`src/hw/rst_ctl_pkg.sv`:
```
// package: register map, reset values, timing and carrier types for the reset controller
package rst_ctl_pkg;
    // register byte offsets on the AXI4-Lite slave
    localparam logic [7:0] OFF_GUARD_KEY = 8'h00;
    localparam logic [7:0] OFF_CAUSE_FLAGS = 8'h04;
    localparam logic [7:0] OFF_TIMEOUT_FLAGS = 8'h08;
    localparam logic [7:0] OFF_IRQ_STATUS = 8'h0C;
    localparam logic [7:0] OFF_IRQ_MASK = 8'h10;
    localparam logic [7:0] OFF_CONTROL = 8'h14;
    // guard key values
    localparam logic [7:0] GUARD_KEY_POR = 8'h55;
    localparam logic [7:0] GUARD_KEY_ALT = 8'hAA;
    // cause flag bit positions
    localparam int GUARD_FLAG_BIT = 3;
    localparam int WDCTL_FLAG_BIT = 0;
    localparam logic [7:0] CAUSE_FLAGS_MASK = 8'h09;
    // timeout/powerdown flag positions in the timeout flag register
    localparam int TIMEOUT_FLAG_BIT = 0;
    localparam int POWERDOWN_FLAG_BIT = 1;
    // interrupt status bits: one per reset source seen
    localparam int IRQ_PIN = 0;
    localparam int IRQ_GUARD = 1;
    localparam int IRQ_WD_RUN = 2;
    localparam int IRQ_WD_SLEEP = 3;
    localparam int IRQ_WDCTL = 4;
    localparam int IRQ_W = 5;
    // port reset value: all ones makes every pin an input
    localparam logic [7:0] PORT_RESET_VAL = 8'hFF;
    // timing
    localparam int CLK_HZ = 40_000_000;
    localparam int PIN_DELAY_US = 16;
    localparam int SW_DELAY_US = 16;
    localparam int POR_DELAY_US = 16;
    localparam int PIN_DELAY_CYC = PIN_DELAY_US * (CLK_HZ / 1_000_000);
    localparam int SW_DELAY_CYC = SW_DELAY_US * (CLK_HZ / 1_000_000);
    localparam int POR_DELAY_CYC = POR_DELAY_US * (CLK_HZ / 1_000_000);
    localparam int CNT_W = 12;
    localparam logic [1:0] RESP_OKAY = 2'b00;
    localparam logic [1:0] RESP_SLVERR = 2'b10;

    typedef enum logic [2:0] {
        ST_POR = 3'b000,
        ST_PIN_HOLD = 3'b001,
        ST_DELAY = 3'b011,
        ST_RUN = 3'b010,
        ST_SW_WAIT = 3'b110
    } seq_state_t;

    typedef enum logic [1:0] {
        KIND_POR = 2'b00,
        KIND_WARM = 2'b01,
        KIND_SLEEP_WD = 2'b10
    } rst_kind_t;

    // reset requests toward the core
    typedef struct packed {
        logic core_rst;
        logic pc_sp_clear;
        logic regs_clear;
        logic ports_preset;
    } core_reset_t;

    typedef struct packed {
        seq_state_t state;
        rst_kind_t kind;
        logic [CNT_W-1:0] cnt;
        logic [7:0] guard_key;
        logic guard_flag;
        logic wdctl_flag;
        logic timeout_flag;
        logic powerdown_flag;
        logic [IRQ_W-1:0] irq_status;
        logic [IRQ_W-1:0] irq_mask;
        logic sw_reset_req;
        core_reset_t out;
        logic pin_s1;
        logic pin_s2;
        logic wd_s1;
        logic wd_s2;
        logic aw_seen;
        logic [7:0] aw_addr;
        logic w_seen;
        logic [31:0] w_data;
        logic bvalid;
        logic [1:0] bresp;
        logic rvalid;
        logic [31:0] rdata;
        logic [1:0] rresp;
    } ctl_state_t;
endpackage

```
`src/hw/reset_source_control.sv`:
```
// reset source controller: merges power-on, pin, guard key and watchdog resets
`timescale 1ns/1ps
`default_nettype none
module reset_source_control (
    // clock and power-on reset
    input wire logic core_clk,
    input wire logic nrst,
    // external reset pin
    input wire logic ext_reset_pin_n,
    // watchdog side
    input wire logic wd_timeout,
    input wire logic wd_ctl_invalid,
    input wire logic low_power_mode,
    // core reset controls
    output rst_ctl_pkg::core_reset_t core_reset,
    output logic [7:0] port_preset_val,
    // interrupt
    output logic irq,
    // axi4-lite slave
    input wire logic [7:0] s_axi_awaddr,
    input wire logic s_axi_awvalid,
    output logic s_axi_awready,
    input wire logic [31:0] s_axi_wdata,
    input wire logic [3:0] s_axi_wstrb,
    input wire logic s_axi_wvalid,
    output logic s_axi_wready,
    output logic [1:0] s_axi_bresp,
    output logic s_axi_bvalid,
    input wire logic s_axi_bready,
    input wire logic [7:0] s_axi_araddr,
    input wire logic s_axi_arvalid,
    output logic s_axi_arready,
    output logic [31:0] s_axi_rdata,
    output logic [1:0] s_axi_rresp,
    output logic s_axi_rvalid,
    input wire logic s_axi_rready
);
    logic rst_s1_ff;
    logic rst_s2_ff;
    rst_ctl_pkg::ctl_state_t st_ff;
    rst_ctl_pkg::ctl_state_t nxt_st;

    function automatic logic key_valid(input logic [7:0] k);
        key_valid = (k == rst_ctl_pkg::GUARD_KEY_POR) || (k == rst_ctl_pkg::GUARD_KEY_ALT);
    endfunction

    function automatic logic known_addr(input logic [7:0] a);
        known_addr = (a == rst_ctl_pkg::OFF_GUARD_KEY) || (a == rst_ctl_pkg::OFF_CAUSE_FLAGS)
            || (a == rst_ctl_pkg::OFF_TIMEOUT_FLAGS) || (a == rst_ctl_pkg::OFF_IRQ_STATUS)
            || (a == rst_ctl_pkg::OFF_IRQ_MASK) || (a == rst_ctl_pkg::OFF_CONTROL);
    endfunction

    // reset release through two flops so every register leaves reset together
    always_ff @(posedge core_clk or negedge nrst) begin
        if (!nrst) begin
            rst_s1_ff <= 1'b0;
            rst_s2_ff <= 1'b0;
        end else begin
            rst_s1_ff <= 1'b1;
            rst_s2_ff <= rst_s1_ff;
        end
    end

    logic aw_go;
    logic w_go;
    logic wr_fire;
    logic rd_fire;
    logic [7:0] wr_addr;
    logic [31:0] wr_data;
    logic [7:0] rd_addr;
    logic [7:0] wr_byte;
    logic wr_lane0;

    always_comb begin
        s_axi_awready = !st_ff.aw_seen && !st_ff.bvalid;
        s_axi_wready = !st_ff.w_seen && !st_ff.bvalid;
        s_axi_arready = !st_ff.rvalid;
        s_axi_bvalid = st_ff.bvalid;
        s_axi_bresp = st_ff.bresp;
        s_axi_rvalid = st_ff.rvalid;
        s_axi_rdata = st_ff.rdata;
        s_axi_rresp = st_ff.rresp;
        core_reset = st_ff.out;
        port_preset_val = rst_ctl_pkg::PORT_RESET_VAL;
        irq = |(st_ff.irq_status & st_ff.irq_mask);
        aw_go = s_axi_awvalid && s_axi_awready;
        w_go = s_axi_wvalid && s_axi_wready;
        wr_addr = st_ff.aw_seen ? st_ff.aw_addr : s_axi_awaddr;
        wr_data = st_ff.w_seen ? st_ff.w_data : s_axi_wdata;
        wr_fire = (st_ff.aw_seen || aw_go) && (st_ff.w_seen || w_go);
        rd_fire = s_axi_arvalid && s_axi_arready;
        rd_addr = s_axi_araddr;
        wr_byte = wr_data[7:0];
        wr_lane0 = st_ff.w_seen ? 1'b1 : s_axi_wstrb[0];
    end

    localparam int IRQ_EV_W = rst_ctl_pkg::IRQ_W;
    logic [IRQ_EV_W-1:0] ev;
    logic start_warm;
    logic start_sleep;

    always_comb begin
        nxt_st = st_ff;
        ev = '0;
        start_warm = 1'b0;
        start_sleep = 1'b0;
        // pin and watchdog inputs come from outside this clock domain
        nxt_st.pin_s1 = ext_reset_pin_n;
        nxt_st.pin_s2 = st_ff.pin_s1;
        nxt_st.wd_s1 = wd_timeout;
        nxt_st.wd_s2 = st_ff.wd_s1;

        case (st_ff.state)
            rst_ctl_pkg::ST_POR: begin
                nxt_st.out.core_rst = 1'b1;
                nxt_st.out.pc_sp_clear = 1'b1;
                nxt_st.out.regs_clear = 1'b1;
                nxt_st.out.ports_preset = 1'b1;
                if (st_ff.pin_s2) begin
                    nxt_st.state = rst_ctl_pkg::ST_DELAY;
                    nxt_st.cnt = rst_ctl_pkg::CNT_W'(rst_ctl_pkg::POR_DELAY_CYC);
                end
            end
            rst_ctl_pkg::ST_PIN_HOLD: begin
                // core held while the pin stays low
                if (st_ff.pin_s2) begin
                    nxt_st.state = rst_ctl_pkg::ST_DELAY;
                    nxt_st.cnt = rst_ctl_pkg::CNT_W'(rst_ctl_pkg::PIN_DELAY_CYC);
                end
            end
            rst_ctl_pkg::ST_DELAY: begin
                if (!st_ff.pin_s2) begin
                    nxt_st.state = rst_ctl_pkg::ST_PIN_HOLD;
                end else if (st_ff.cnt <= rst_ctl_pkg::CNT_W'(1)) begin
                    nxt_st.state = rst_ctl_pkg::ST_RUN;
                    nxt_st.out = '0;
                    nxt_st.kind = rst_ctl_pkg::KIND_WARM;
                end else begin
                    nxt_st.cnt = st_ff.cnt - rst_ctl_pkg::CNT_W'(1);
                end
            end
            rst_ctl_pkg::ST_RUN: begin
                nxt_st.out.pc_sp_clear = 1'b0;
                nxt_st.out.core_rst = 1'b0;
                if (!st_ff.pin_s2) begin
                    start_warm = 1'b1;
                    ev[rst_ctl_pkg::IRQ_PIN] = 1'b1;
                end else if (st_ff.wd_s2 && !low_power_mode) begin
                    start_warm = 1'b1;
                    nxt_st.timeout_flag = 1'b1;
                    ev[rst_ctl_pkg::IRQ_WD_RUN] = 1'b1;
                end else if (st_ff.wd_s2 && low_power_mode) begin
                    start_sleep = 1'b1;
                    nxt_st.timeout_flag = 1'b1;
                    nxt_st.powerdown_flag = 1'b1;
                    ev[rst_ctl_pkg::IRQ_WD_SLEEP] = 1'b1;
                end else if (!key_valid(st_ff.guard_key) || wd_ctl_invalid
                    || st_ff.sw_reset_req) begin
                    nxt_st.state = rst_ctl_pkg::ST_SW_WAIT;
                    nxt_st.cnt = rst_ctl_pkg::CNT_W'(rst_ctl_pkg::SW_DELAY_CYC);
                    nxt_st.sw_reset_req = 1'b0;
                    if (!key_valid(st_ff.guard_key)) begin
                        nxt_st.guard_flag = 1'b1;
                        ev[rst_ctl_pkg::IRQ_GUARD] = 1'b1;
                    end
                    if (wd_ctl_invalid) begin
                        nxt_st.wdctl_flag = 1'b1;
                        ev[rst_ctl_pkg::IRQ_WDCTL] = 1'b1;
                    end
                end
            end
            rst_ctl_pkg::ST_SW_WAIT: begin
                if (st_ff.cnt <= rst_ctl_pkg::CNT_W'(1)) begin
                    start_warm = 1'b1;
                end else begin
                    nxt_st.cnt = st_ff.cnt - rst_ctl_pkg::CNT_W'(1);
                end
            end
            default: begin
                nxt_st.state = rst_ctl_pkg::ST_POR;
            end
        endcase

        if (start_warm) begin
            // warm reset: ports and most registers reinitialised, some kept
            nxt_st.state = rst_ctl_pkg::ST_PIN_HOLD;
            nxt_st.kind = rst_ctl_pkg::KIND_WARM;
            nxt_st.out.core_rst = 1'b1;
            nxt_st.out.pc_sp_clear = 1'b1;
            nxt_st.out.regs_clear = 1'b1;
            nxt_st.out.ports_preset = 1'b1;
            nxt_st.guard_key = rst_ctl_pkg::GUARD_KEY_POR;
        end
        if (start_sleep) begin
            // only pc and sp; core is not held, guard key untouched
            nxt_st.kind = rst_ctl_pkg::KIND_SLEEP_WD;
            nxt_st.out.pc_sp_clear = 1'b1;
        end

        // software side of the register file
        if (aw_go) begin
            nxt_st.aw_seen = 1'b1;
            nxt_st.aw_addr = s_axi_awaddr;
        end
        if (w_go) begin
            nxt_st.w_seen = 1'b1;
            nxt_st.w_data = s_axi_wdata;
        end
        if (wr_fire) begin
            nxt_st.aw_seen = 1'b0;
            nxt_st.w_seen = 1'b0;
            nxt_st.bvalid = 1'b1;
            nxt_st.bresp = known_addr(wr_addr) ? rst_ctl_pkg::RESP_OKAY
                : rst_ctl_pkg::RESP_SLVERR;
            if (wr_lane0 && !start_warm) begin
                case (wr_addr)
                    rst_ctl_pkg::OFF_GUARD_KEY: begin
                        nxt_st.guard_key = wr_byte;
                    end
                    rst_ctl_pkg::OFF_CAUSE_FLAGS: begin
                        // a zero clears, a one keeps; a set this cycle still wins
                        if (!wr_byte[rst_ctl_pkg::GUARD_FLAG_BIT]
                            && !ev[rst_ctl_pkg::IRQ_GUARD]) begin
                            nxt_st.guard_flag = 1'b0;
                        end
                        if (!wr_byte[rst_ctl_pkg::WDCTL_FLAG_BIT]
                            && !ev[rst_ctl_pkg::IRQ_WDCTL]) begin
                            nxt_st.wdctl_flag = 1'b0;
                        end
                    end
                    rst_ctl_pkg::OFF_IRQ_STATUS: begin
                        nxt_st.irq_status = st_ff.irq_status & ~wr_byte[IRQ_EV_W-1:0];
                    end
                    rst_ctl_pkg::OFF_IRQ_MASK: begin
                        nxt_st.irq_mask = wr_byte[IRQ_EV_W-1:0];
                    end
                    rst_ctl_pkg::OFF_CONTROL: begin
                        // a low-power watchdog event in this cycle keeps its flags set
                        if (wr_byte[0] && !ev[rst_ctl_pkg::IRQ_WD_SLEEP]) begin
                            nxt_st.powerdown_flag = 1'b0;
                            nxt_st.timeout_flag = 1'b0;
                        end
                    end
                    default: begin
                    end
                endcase
            end
        end
        nxt_st.irq_status = nxt_st.irq_status | ev;
        if (st_ff.bvalid && s_axi_bready) begin
            nxt_st.bvalid = 1'b0;
        end

        if (rd_fire) begin
            nxt_st.rvalid = 1'b1;
            nxt_st.rresp = known_addr(rd_addr) ? rst_ctl_pkg::RESP_OKAY
                : rst_ctl_pkg::RESP_SLVERR;
            case (rd_addr)
                rst_ctl_pkg::OFF_GUARD_KEY: begin
                    nxt_st.rdata = {24'h000000, st_ff.guard_key};
                end
                rst_ctl_pkg::OFF_CAUSE_FLAGS: begin
                    // unimplemented bits tie to zero
                    nxt_st.rdata = '0;
                    nxt_st.rdata[rst_ctl_pkg::GUARD_FLAG_BIT] = st_ff.guard_flag;
                    nxt_st.rdata[rst_ctl_pkg::WDCTL_FLAG_BIT] = st_ff.wdctl_flag;
                end
                rst_ctl_pkg::OFF_TIMEOUT_FLAGS: begin
                    nxt_st.rdata = '0;
                    nxt_st.rdata[rst_ctl_pkg::TIMEOUT_FLAG_BIT] = st_ff.timeout_flag;
                    nxt_st.rdata[rst_ctl_pkg::POWERDOWN_FLAG_BIT] = st_ff.powerdown_flag;
                end
                rst_ctl_pkg::OFF_IRQ_STATUS: begin
                    nxt_st.rdata = {27'h0, st_ff.irq_status};
                end
                rst_ctl_pkg::OFF_IRQ_MASK: begin
                    nxt_st.rdata = {27'h0, st_ff.irq_mask};
                end
                rst_ctl_pkg::OFF_CONTROL: begin
                    nxt_st.rdata = {29'h0, st_ff.state};
                end
                default: nxt_st.rdata = '0;
            endcase
        end else if (st_ff.rvalid && s_axi_rready) begin
            nxt_st.rvalid = 1'b0;
        end
    end

    // power-on values; of the resets only power-on clears the flags, software writes also clear them
    always_ff @(posedge core_clk or negedge rst_s2_ff) begin
        if (!rst_s2_ff) begin
            st_ff <= '{
                state: rst_ctl_pkg::ST_POR,
                kind: rst_ctl_pkg::KIND_POR,
                cnt: '0,
                guard_key: rst_ctl_pkg::GUARD_KEY_POR,
                guard_flag: 1'b0,
                wdctl_flag: 1'b0,
                timeout_flag: 1'b0,
                powerdown_flag: 1'b0,
                irq_status: '0,
                irq_mask: '0,
                sw_reset_req: 1'b0,
                out: '{core_rst: 1'b1, pc_sp_clear: 1'b1, regs_clear: 1'b1,
                    ports_preset: 1'b1},
                pin_s1: 1'b0,
                pin_s2: 1'b0,
                wd_s1: 1'b0,
                wd_s2: 1'b0,
                aw_seen: 1'b0,
                aw_addr: '0,
                w_seen: 1'b0,
                w_data: '0,
                bvalid: 1'b0,
                bresp: '0,
                rvalid: 1'b0,
                rdata: '0,
                rresp: '0
            };
        end else begin
            st_ff <= nxt_st;
        end
    end
endmodule
`default_nettype wire

```
`config.mk`:
```
export PLATFORM = sky130hd
export DESIGN_NAME = reset_source_control
export DESIGN_NICKNAME = d
export VERILOG_FILES = /design/src/hw/rst_ctl_pkg.sv /design/src/hw/reset_source_control.sv
export SDC_FILE = /design/constraint.sdc
export NUM_CORES = 1
export LEC_CHECK = 0
export BUFFER_PORTS_ARGS = -buffer_cell sky130_fd_sc_hd__buf_2
export CORE_ASPECT_RATIO = 0.9
export CORE_MARGIN = 2
export CORE_UTILIZATION = 36
export DETAILED_ROUTE_END_ITERATION = 7
export SLEW_MARGIN = 0
export SYNTH_ARGS = -nofsm -noshare
export SYNTH_HDL_FRONTEND = slang
export SYNTH_SLANG_ARGS = --single-unit
```
`constraint.sdc`:
```
create_clock -name core_clk -period 3.7 [get_ports core_clk]
set_input_delay 0.37 -clock core_clk [delete_from_list [all_inputs] [get_ports core_clk]]
set_output_delay 0.37 -clock core_clk [all_outputs]
set_load 0.05 [all_outputs]
```
* Yosys cells after proc, flatten, opt, wreduce, memory -nomap -nowiden
Cells that the tools add are included.
Storage, ports and cells: bits in latches 0, logic and storage cells 204, memories 0, memory bits (writable) 0, bits in registers 127, input port bits 63, bits in read-only memories 0
Operators by class: add/subtract/negate cells 1, bitwise gates (word level) 4, shift-type cells 0, multiply operators 0, order comparisons 1, divide/modulo/power cells 0, mux-type cells 78, reduce and logical (&&, ||, !) cells 59, equal/unequal tests 33
Operators with widths (number):
- 12-bit two-way mux | 6
- 12-bit case mux with 4 select lines | 1
- 8-bit case mux with 6 select lines | 1
- 22-bit two-way mux | 2
- 33-bit two-way mux | 1
- 8-bit by 4-bit equality test with 1-bit output, second input constant | 4
- 8-bit by 5-bit equality test with 1-bit output, second input constant | 4
- 8-bit two-way mux | 4
- 1-bit two-way mux | 28
- 5-bit two-way mux | 5
- 4-bit two-way mux | 6
- 2-bit two-way mux | 11
- 3-bit two-way mux | 7
- 3-bit inequality test, second input constant | 6
- 8-bit by 3-bit equality test with 1-bit output, second input constant | 2
- 8-bit logical NOT | 2
- 1-bit logical AND | 14
- 1-bit logical OR | 14
- 14-bit two-way mux | 1
- 7-bit AND reduction | 2
- 12-bit by 1-bit <= comparator with 1-bit output, second input constant | 1
- 1-bit logical NOT | 12
- 2-bit inequality test, second input constant | 6
- 4-bit inequality test, second input constant | 3
- 24 further kinds | 33

* Depth between registers and ports, before layout
Gate-level depths: netlist of the first run.
depth in word-level cells 16, depth in mapped cells 9

* Worst setup path after synthesis of the first run
OpenSTA, ideal clock, no wires.
path kind reg-to-reg, start point register st_ff (netlist bit s_axi_bvalid), end point register st_ff[38] in the netlist's numbering, path slack 1.327 ns, stages on the path, launching flop included 5, data arrival time 2.248 ns, period minus slack after synthesis 2.373 ns, required time 3.575 ns, path through dfrtp_1 nor2_1 and2_1 clkbuf_1 mux2_2
On the way: word-level cells in the longest chain between the ends 3
RTL lines:
- start: declaration | line reset_source_control.sv:40 | rst_ctl_pkg::ctl_state_t st_ff;
- start signal: assignment | line reset_source_control.sv:292 | st_ff <= '{
- start signal: assignment | line reset_source_control.sv:321 | st_ff <= nxt_st;
- 1-bit logical NOT | line reset_source_control.sv:76 | s_axi_wready = !st_ff.w_seen && !st_ff.bvalid;
- 1-bit logical AND | line reset_source_control.sv:76
- via s_axi_wready | line reset_source_control.sv:26 | output logic s_axi_wready,
- 1-bit logical AND | line reset_source_control.sv:87 | w_go = s_axi_wvalid && s_axi_wready;
The timed path passes the listed nets, and every way through them passes these cells. A chain may end at the register's enable or synchronous reset.

==> out/results.tsv, run 1 <==
stage	metric	value	unit
synthesis	FF+latch count, synth	76	
final_layout	share of layout cells above drive strength 1	25.5	%
grt	antenna violations before repair	0	
detailed_routing	Pre-antenna DRT Iters	4	
setup_path	worst-path fanout max	16	
detailed_routing	Top Metal Used	met4	
detailed_routing	number of DRC markers after the initial detailed-route iteration	149	
timing	hold_ws	0.106	ns
clock_network	TritonCTS clock tree	built	
placement	weighted congestion at the end of routability-driven global placement	0.874	
setup_path	Critical Path Sink Type	flop	
final_layout	final standard cell count with taps included and fillers excluded	614	
synthesis	number of instances in the synthesized netlist	414	
power_and_ir_drop	worst ir drop on vdd	0.000500	V
placement	number of placed cells counting well taps	597	
timing	Hold Vio Cnt, Final	0	
clock_network	Clk Tree Root Cell	sky130_fd_sc_hd__clkbuf_16	
final_layout	# diodes	0	
setup_path	worst reg-to-reg path cell count	8	
worst_hold_path	HP Class	flop to asynchronous set/reset pin	
timing	final worst path period share	69.9	%
floorplanning	Placement Rows	37	
synthesis	most instantiated library cell after synthesis	sky130_fd_sc_hd__dfrtp_1	
timing	highest clock frequency the design can meet	0.387	GHz
synthesis	cell types with the largest area share after synthesis	sky130_fd_sc_hd__dfrtp_1 (41%), sky130_fd_sc_hd__buf_4 (8.6%), sky130_fd_sc_hd__mux2_2 (6.8%), sky130_fd_sc_hd__dfstp_2 (4.4%), sky130_fd_sc_hd__mux2i_1 (3.4%)	
grt	largest net degree at the start of global routing	35	
clock_network	number of sinks on the clock net	76	
floorplanning	top-level I/O count	117	
synthesis	cell area after technology mapping	4170	um^2
placement	IO Port Bufs	55	
detailed_routing	sum of routed wire segments on met1	4.38	mm
synthesis	area share of xor/xnor cells in the synthesized design	0.840	%
clock_network	maximum buffer depth of the clock tree	2	
detailed_routing	DRC violation count after routing	0	
clock_network	later-pin clock latency in the skew report	0.34	ns
setup_path	Max stage delay cell, worst path	sky130_fd_sc_hd__nor4_1	
detailed_routing	routed length on met3	554	um
setup_path	CP Buf/Inv Count	1	
setup_path	worst path cell trace	inv_1 -> ha_1 -> nor2_1 -> nor4_1 -> a31oi_2 -> o2111ai_2 -> o21ai_0 -> o21ai_1	
setup_path	Worst EP arrival	2.85	ns
detailed_routing	remaining number of nets flagged by the antenna check after routing	0	
synthesis	Adder-Cell Fraction of Synth Area	0.600	%
synthesis	number of warnings printed during yosys synthesis	0	
timing	Setup Viol. Count Final	0	
setup_path	critical path depth in cells	8	
synthesis	sequential cell area fraction in the yosys report	45.8	%
setup_path	critical path class	flop to flop	
synthesis	number of unique standard cell types used by synthesis	68	
synthesis	dominant register cell in the synthesized netlist	sky130_fd_sc_hd__dfrtp_1	
floorplanning	floorplan core area	11300	um^2
clock_network	Setup Buffers After CTS	0	
placement	placed standard-cell area	4350	um^2
final_layout	layout net count	518	
clock_network	Reg clk slew, reported paths	0.06	ns
synthesis	multiplexer share of the synthesized area	10.1	%
setup_path	Worst EP required	3.96	ns
detailed_routing	via/cell ratio	5.01	
timing	measured slew at the worst slew-check pin	0.773	ns
setup_path	largest delay contributor family on the critical path	compound AO/OA/AOI/OAI gates	
status	result of the run	finished clean	
detailed_routing	routed length on met2	3.87	mm
floorplanning	height of the die	106	um
clock_network	# H-tree levels	3	
floorplanning	initial core utilization	36.8	%
synthesis	post-synthesis share of cell area spent on and, or, nand and nor gates	16.3	%
grt	global route total overflow	0	
setup_path	worst-case register-to-register setup slack	1.12	ns
power_and_ir_drop	leakage power total	2.12	nW
synthesis	portion of synthesized cell area occupied by the leading cell type	41.4	%
synthesis	EDFF count, synth	0	
setup_path	delay of the slowest critical-path stage	0.59	ns
synthesis	top cell types by occurrence after synthesis	sky130_fd_sc_hd__dfrtp_1 (69), sky130_fd_sc_hd__buf_4 (48), sky130_fd_sc_hd__nor2_1 (30)	
timing	fin. max-slew vios	0	
timing	relative max-transition margin	48.0	%
timing	worst clock skew	0.00940	ns
synthesis	largest family of logic cells by synthesized area	simple AND/OR/NAND/NOR gates	
final_layout	fillcell total	1147	
final_layout	Final Util	40.8	%
synthesis	post-synthesis async set-or-reset flop share	100	%
clock_network	Num CTS Buffers	9	
final_layout	Area growth, synth to finish	11.1	%
grt	GRT Resource Usage Total	15.1	%
synthesis	mean area per synthesized cell	10.1	um^2
timing	Tmin final	2.58	ns
flow_run	Maximum Capacitance Violations	0	
placement	total half-perimeter wirelength after legalization and detailed placement	6.63	mm
timing	setup repair after global routing missed its margin	no	
synthesis	cell type with the highest aggregate area in the netlist	sky130_fd_sc_hd__dfrtp_1	
floorplanning	die outline area	12500	um^2
detailed_routing	total detailed-routing wirelength	8.95	mm
floorplanning	Chip Width	117	um
detailed_routing	vias	3075	
timing	Fin Setup TNS	0	ns
power_and_ir_drop	power density of the placed cells	671	nW/um^2
detailed_routing	post-detailed-route wirelength per cell	14.6	um
grt	number of global-route vias before repair	2896	
synthesis	post-synthesis compound-gate area fraction	14.5	%
grt	global-route wire length before repair	14.7	mm
setup_path	startpoint class of the critical path	flop	
final_layout	final instance area	4630	um^2
-- what timing repair did --
action | CTS | global route
hold endpoints to repair | 2 | 0
hold buffers | 1 | 0
gates resized for setup | 0 | 0
-- per-stage QoR --
| stage | power [mW] | setup WS, ns |
|---|---|---|
| CTS | 3.14 | 1.10 |
| global route | 3.30 | 0.795 |
| finish | 3.11 | 1.12 |
| global placement | 2.28 | 1.18 |
| floorplan | 2.14 | 1.33 |
| detailed placement | 2.32 | 1.11 |
-- power by group --
part           leakage [nW]  total [mW]  internal (mW)  switching, mW
sequential            0.920        1.27           1.07          0.202
combinational          1.07        1.03          0.378          0.652
clock                 0.129       0.803          0.453          0.351
-- kinds of logic (layout without fill, tap and decap cells) --
group / after synthesis / count (layout)
multiplexers: 39 / 39
other: 2 / 35
AO/OA/AOI/OAI: 90 / 90
adder cells (fa/ha/maj): 2 / 2
flip-flops: 76 / 76
buffers and inverters: 78 / 89
AND/OR/NAND/NOR: 123 / 123
XOR/XNOR: 4 / 4
-- layout make-up --
cell class | instances | area [um^2] | area share, %
well taps | 156 | 195 | 4.22
inverters | 15 | 56.3 | 1.22
clock buffers | 10 | 229 | 4.94
flip-flops and latches | 76 | 1910 | 41.3
clock inverters | 6 | 38.8 | 0.838
multi-input cells | 293 | 1900 | 41.0
repair buffers | 58 | 300 | 6.48
-- state kept, by name, summed over array words and instances, names as in the netlist --
register / count
s_axi_rvalid: 1
st_ff: 57
s_axi_rdata: 8
rst_s1_ff: 1
s_axi_bresp: 1
rst_s2_ff: 1
nxt_st: 2
s_axi_bvalid: 1
core_reset: 3
s_axi_rresp: 1
-- layer usage --
metal / vias up / GRT usage (%)
met1: 1487 / 21.3
met5: - / 0
li1: 1474 / -
met2: 106 / 22.5
met4: 0 / 6.45
met3: 8 / 3.22
-- final timing paths --
| check | end | start |
|---|---|---|
| setup reg to reg | st_ff[103] | st_ff[111] |
| min in group core_clk | nxt_st[80] | wd_timeout |
| setup / recovery | st_ff[103] | st_ff[111] |
| hold reg to reg | st_ff[115] | rst_s2_ff |
| max in group asynchronous | st_ff[109] | rst_s2_ff |
| hold / removal | st_ff[115] | rst_s2_ff |
-- placed cells by master, fill, tap and decap left out, types with 4 or more instances in the layout --
master,synthesis,final
sky130_fd_sc_hd__nand4_1,5,5
sky130_fd_sc_hd__inv_1,15,15
sky130_fd_sc_hd__nand2_1,29,29
sky130_fd_sc_hd__a31oi_1,4,4
sky130_fd_sc_hd__mux2_2,25,25
sky130_fd_sc_hd__clkbuf_16,0,9
sky130_fd_sc_hd__buf_2,1,55
sky130_fd_sc_hd__mux2i_1,14,14
sky130_fd_sc_hd__o21ai_0,27,27
sky130_fd_sc_hd__and3_1,4,4
sky130_fd_sc_hd__o21ai_1,7,7
sky130_fd_sc_hd__nor3_1,4,4
sky130_fd_sc_hd__a21oi_1,16,16
sky130_fd_sc_hd__nor2_1,30,30
sky130_fd_sc_hd__conb_1,2,35
sky130_fd_sc_hd__or3_1,4,4
sky130_fd_sc_hd__nor4_1,5,5
sky130_fd_sc_hd__nand3_1,10,10
sky130_fd_sc_hd__nor2b_1,4,4
sky130_fd_sc_hd__dfrtp_1,69,68
sky130_fd_sc_hd__nor4bb_1,4,4
sky130_fd_sc_hd__dfstp_2,7,7
Note: power is estimated with default switching activity, not from simulation.
==> run 2, diff against run 1 <==
clock period = 2.6 ns   (was 3.7 ns; I/O delays follow)
==> run 2 against run 1 <==
Cell count grew 1.3%. Die area did not move. First-iteration DRC count up 64%. Clock power increased by 81%. Cell area grew 2.9%. Via count barely moved. Fmax is 12% higher. Routed wire length rose by 2.3%. Critical endpoint is now st_ff[89]. Highest routed layer unchanged.
==> out/results.tsv, run 2 (synthesized netlist as in run 1, its figures left out) <==
stage	metric	value	unit	change
status	result of the run	finished clean		
grt	GRT Resource Usage Total	15.3	%	+0.23 points
setup_path	delay of the slowest critical-path stage	0.58	ns	about the same
clock_network	number of sinks on the clock net	76		unchanged
timing	Setup Viol. Count Final	0		unchanged
timing	setup repair after global routing missed its margin	no		
grt	antenna violations before repair	0		unchanged
power_and_ir_drop	final total power	4.76	mW	+53%
placement	placed standard-cell area	4410	um^2	+1.4%
timing	Hold Vio Cnt, Final	0		unchanged
final_layout	# diodes	0		unchanged
setup_path	worst path cell trace	or4_4 -> nor4_4 -> a31oi_2 -> nand2b_4 -> nand4_2 -> mux2_2		
floorplanning	top-level I/O count	117		unchanged
setup_path	Critical Path Sink Type	flop		
final_layout	Area growth, synth to finish	14.3	%	
detailed_routing	DRC violation count after routing	0		unchanged
detailed_routing	via/cell ratio	4.95		-1.3%
setup_path	largest delay contributor family on the critical path	simple AND/OR/NAND/NOR gates		
worst_hold_path	HP Class	input pin to flop		
clock_network	Clk Tree Root Cell	sky130_fd_sc_hd__clkbuf_16		
detailed_routing	Pre-antenna DRT Iters	4		unchanged
clock_network	maximum buffer depth of the clock tree	2		unchanged
power_and_ir_drop	leakage power total	2.20	nW	+3.7%
final_layout	final instance area	4760	um^2	+2.9%
floorplanning	floorplan core area	11300	um^2	unchanged
floorplanning	Chip Width	117	um	unchanged
final_layout	commonest non-fill, non-tap cell in the layout	sky130_fd_sc_hd__dfrtp_1		
setup_path	Worst EP required	2.82	ns	-1.14 ns
setup_path	Worst EP arrival	2.53	ns	-0.32 ns
clock_network	number of resized instances in the post-cts repair step	0		unchanged
clock_network	Reg clk slew, reported paths	0.06	ns	about the same
timing	highest clock frequency the design can meet	0.433	GHz	+12%
timing	final worst path period share	88.9	%	+19 points
timing	measured slew at the worst slew-check pin	0.968	ns	+0.196 ns
clock_network	# H-tree levels	3		unchanged
power_and_ir_drop	share of total power in the clock network	30.4	%	+4.5 points
placement	number of placed cells counting well taps	605		+1.3%
timing	worst clock skew	0.00794	ns	-0.00146 ns
power_and_ir_drop	power density of the placed cells	1000	nW/um^2	+49%
detailed_routing	post-detailed-route wirelength per cell	14.7	um	+1.0%
setup_path	worst-path fanout max	6		-10
power_and_ir_drop	combinational group share of total power	32.3	%	-0.9 points
final_layout	layout net count	526		+1.5%
final_layout	final standard cell count with taps included and fillers excluded	622		+1.3%
final_layout	Final Util	42.0	%	+1.2 points
power_and_ir_drop	Internal	3.03	mW	+59%
placement	IO Port Bufs	55		unchanged
timing	fin. max-slew vios	0		unchanged
detailed_routing	remaining number of nets flagged by the antenna check after routing	0		unchanged
floorplanning	Placement Rows	37		unchanged
power_and_ir_drop	share of total power in sequential cells	37.3	%	-3.7 points
timing	Tmin final	2.31	ns	-0.274 ns
setup_path	startpoint class of the critical path	flop		
clock_network	later-pin clock latency in the skew report	0.34	ns	about the same
placement	total half-perimeter wirelength after legalization and detailed placement	6.65	mm	+0.31%
floorplanning	initial core utilization	36.8	%	unchanged
final_layout	share of layout cells above drive strength 1	26.8	%	+1.3 points
grt	largest net degree at the start of global routing	75		+110%
final_layout	register name with the most flops	st_ff		
detailed_routing	total detailed-routing wirelength	9.15	mm	+2.3%
clock_network	TritonCTS clock tree	built		
power_and_ir_drop	fraction of power spent switching nets	36.4	%	-2.4 points
setup_path	critical path class	flop to flop		
grt	global-route wire length before repair	15.2	mm	+3.5%
placement	weighted congestion at the end of routability-driven global placement	0.858		-1.8%
power_and_ir_drop	worst ir drop on vdd	0.000491	V	-1.9%
grt	number of global-route vias before repair	3080		+6.4%
final_layout	flip-flop count of the largest register, all copies and words added	57		unchanged
grt	global route total overflow	0		unchanged
clock_network	Setup Buffers After CTS	0		unchanged
detailed_routing	vias	3076		+0.033%
detailed_routing	number of DRC markers after the initial detailed-route iteration	245		+64%
power_and_ir_drop	net load switching power	1.73	mW	+44%
clock_network	Num CTS Buffers	9		unchanged
setup_path	CP Buf/Inv Count	0		-1
setup_path	Max stage delay cell, worst path	sky130_fd_sc_hd__or4_4		
timing	Fin Setup TNS	0	ns	unchanged
timing	relative max-transition margin	35.4	%	-13 points
final_layout	leading cell types in the layout, fill and taps excluded	sky130_fd_sc_hd__dfrtp_1 (68), sky130_fd_sc_hd__buf_2 (55), sky130_fd_sc_hd__conb_1 (35), sky130_fd_sc_hd__nor2_1 (30), sky130_fd_sc_hd__nand2_1 (29)		
floorplanning	height of the die	106	um	unchanged
floorplanning	die outline area	12500	um^2	unchanged
final_layout	fillcell total	1111		-3.1%
flow_run	Maximum Capacitance Violations	0		unchanged
==> run 2: cell types whose count changed in the layout (fill, tap and decap cells not counted) <==
cell / before / now
sky130_fd_sc_hd__buf_4: 2 / 10
sky130_fd_sc_hd__bufinv_16: 0 / 3
sky130_fd_sc_hd__clkinv_2: 3 / 1
sky130_fd_sc_hd__clkinv_4: 0 / 2
sky130_fd_sc_hd__clkinvlp_4: 2 / 0
sky130_fd_sc_hd__inv_6: 1 / 0
==> run 2: stage by stage <==
step	setup WS (ns)	hold slack, ns
floorplan	0.227	-0.0356
global placement	0.324	0.0446
detailed placement	0.299	0.0458
CTS	0.287	0.0234
global route	0.0551	0.0264
finish	0.289	0.0321
==> run 2: power by group through the flow <==
stage	registers [mW]	clock network, mW	logic, mW
after floorplan	1.75	0	1.29
after global placement	1.78	0	1.50
after detailed placement	1.79	0	1.54
after CTS	1.78	1.47	1.55
after global routing	1.83	1.53	1.68
final	1.78	1.45	1.54
==> run 2: repair_timing <==
action | 4_1_cts | 5_1_grt
hold endpoints to repair | 2 | 0
hold buffers | 1 | 0
endpoints found under the setup margin | 0 | 0
==> run 2: cell type report <==
cell class,count,area (um^2),share of cell area (%)
clock buffers,10,229,4.81
repair buffers,66,360,7.56
inverters,15,56.3,1.18
flip-flops and latches,76,1910,40.1
well taps,156,195,4.10
clock inverters,6,113,2.36
multi-input cells,293,1900,39.9
==> run 2: worst paths after layout <==
| check | from | to | slack (ns) | cells past startpoint |
|---|---|---|---|---|
| worst min register to register | nxt_st[80] | st_ff[80] | 0.35 | 0 |
| worst min-delay path | wd_timeout | nxt_st[80] | 0.03 | 1 |
| min in group asynchronous | nrst | rst_s1_ff | 0.24 | 2 |
| max in group asynchronous | rst_s2_ff | s_axi_rdata[7] | 1.47 | 1 |
| worst max-delay path | st_ff[117] | st_ff[89] | 0.29 | 6 |
| worst max register to register | st_ff[117] | st_ff[89] | 0.29 | 6 |
==> run 2: per-layer routing <==
layer	wire [um]	track usage, %	share of wire, %
met2	3870	22.6	42
met3	641	4.08	7.0
met4	174	6.71	1.9
met1	4470	21.2	49
met5	0	0	0
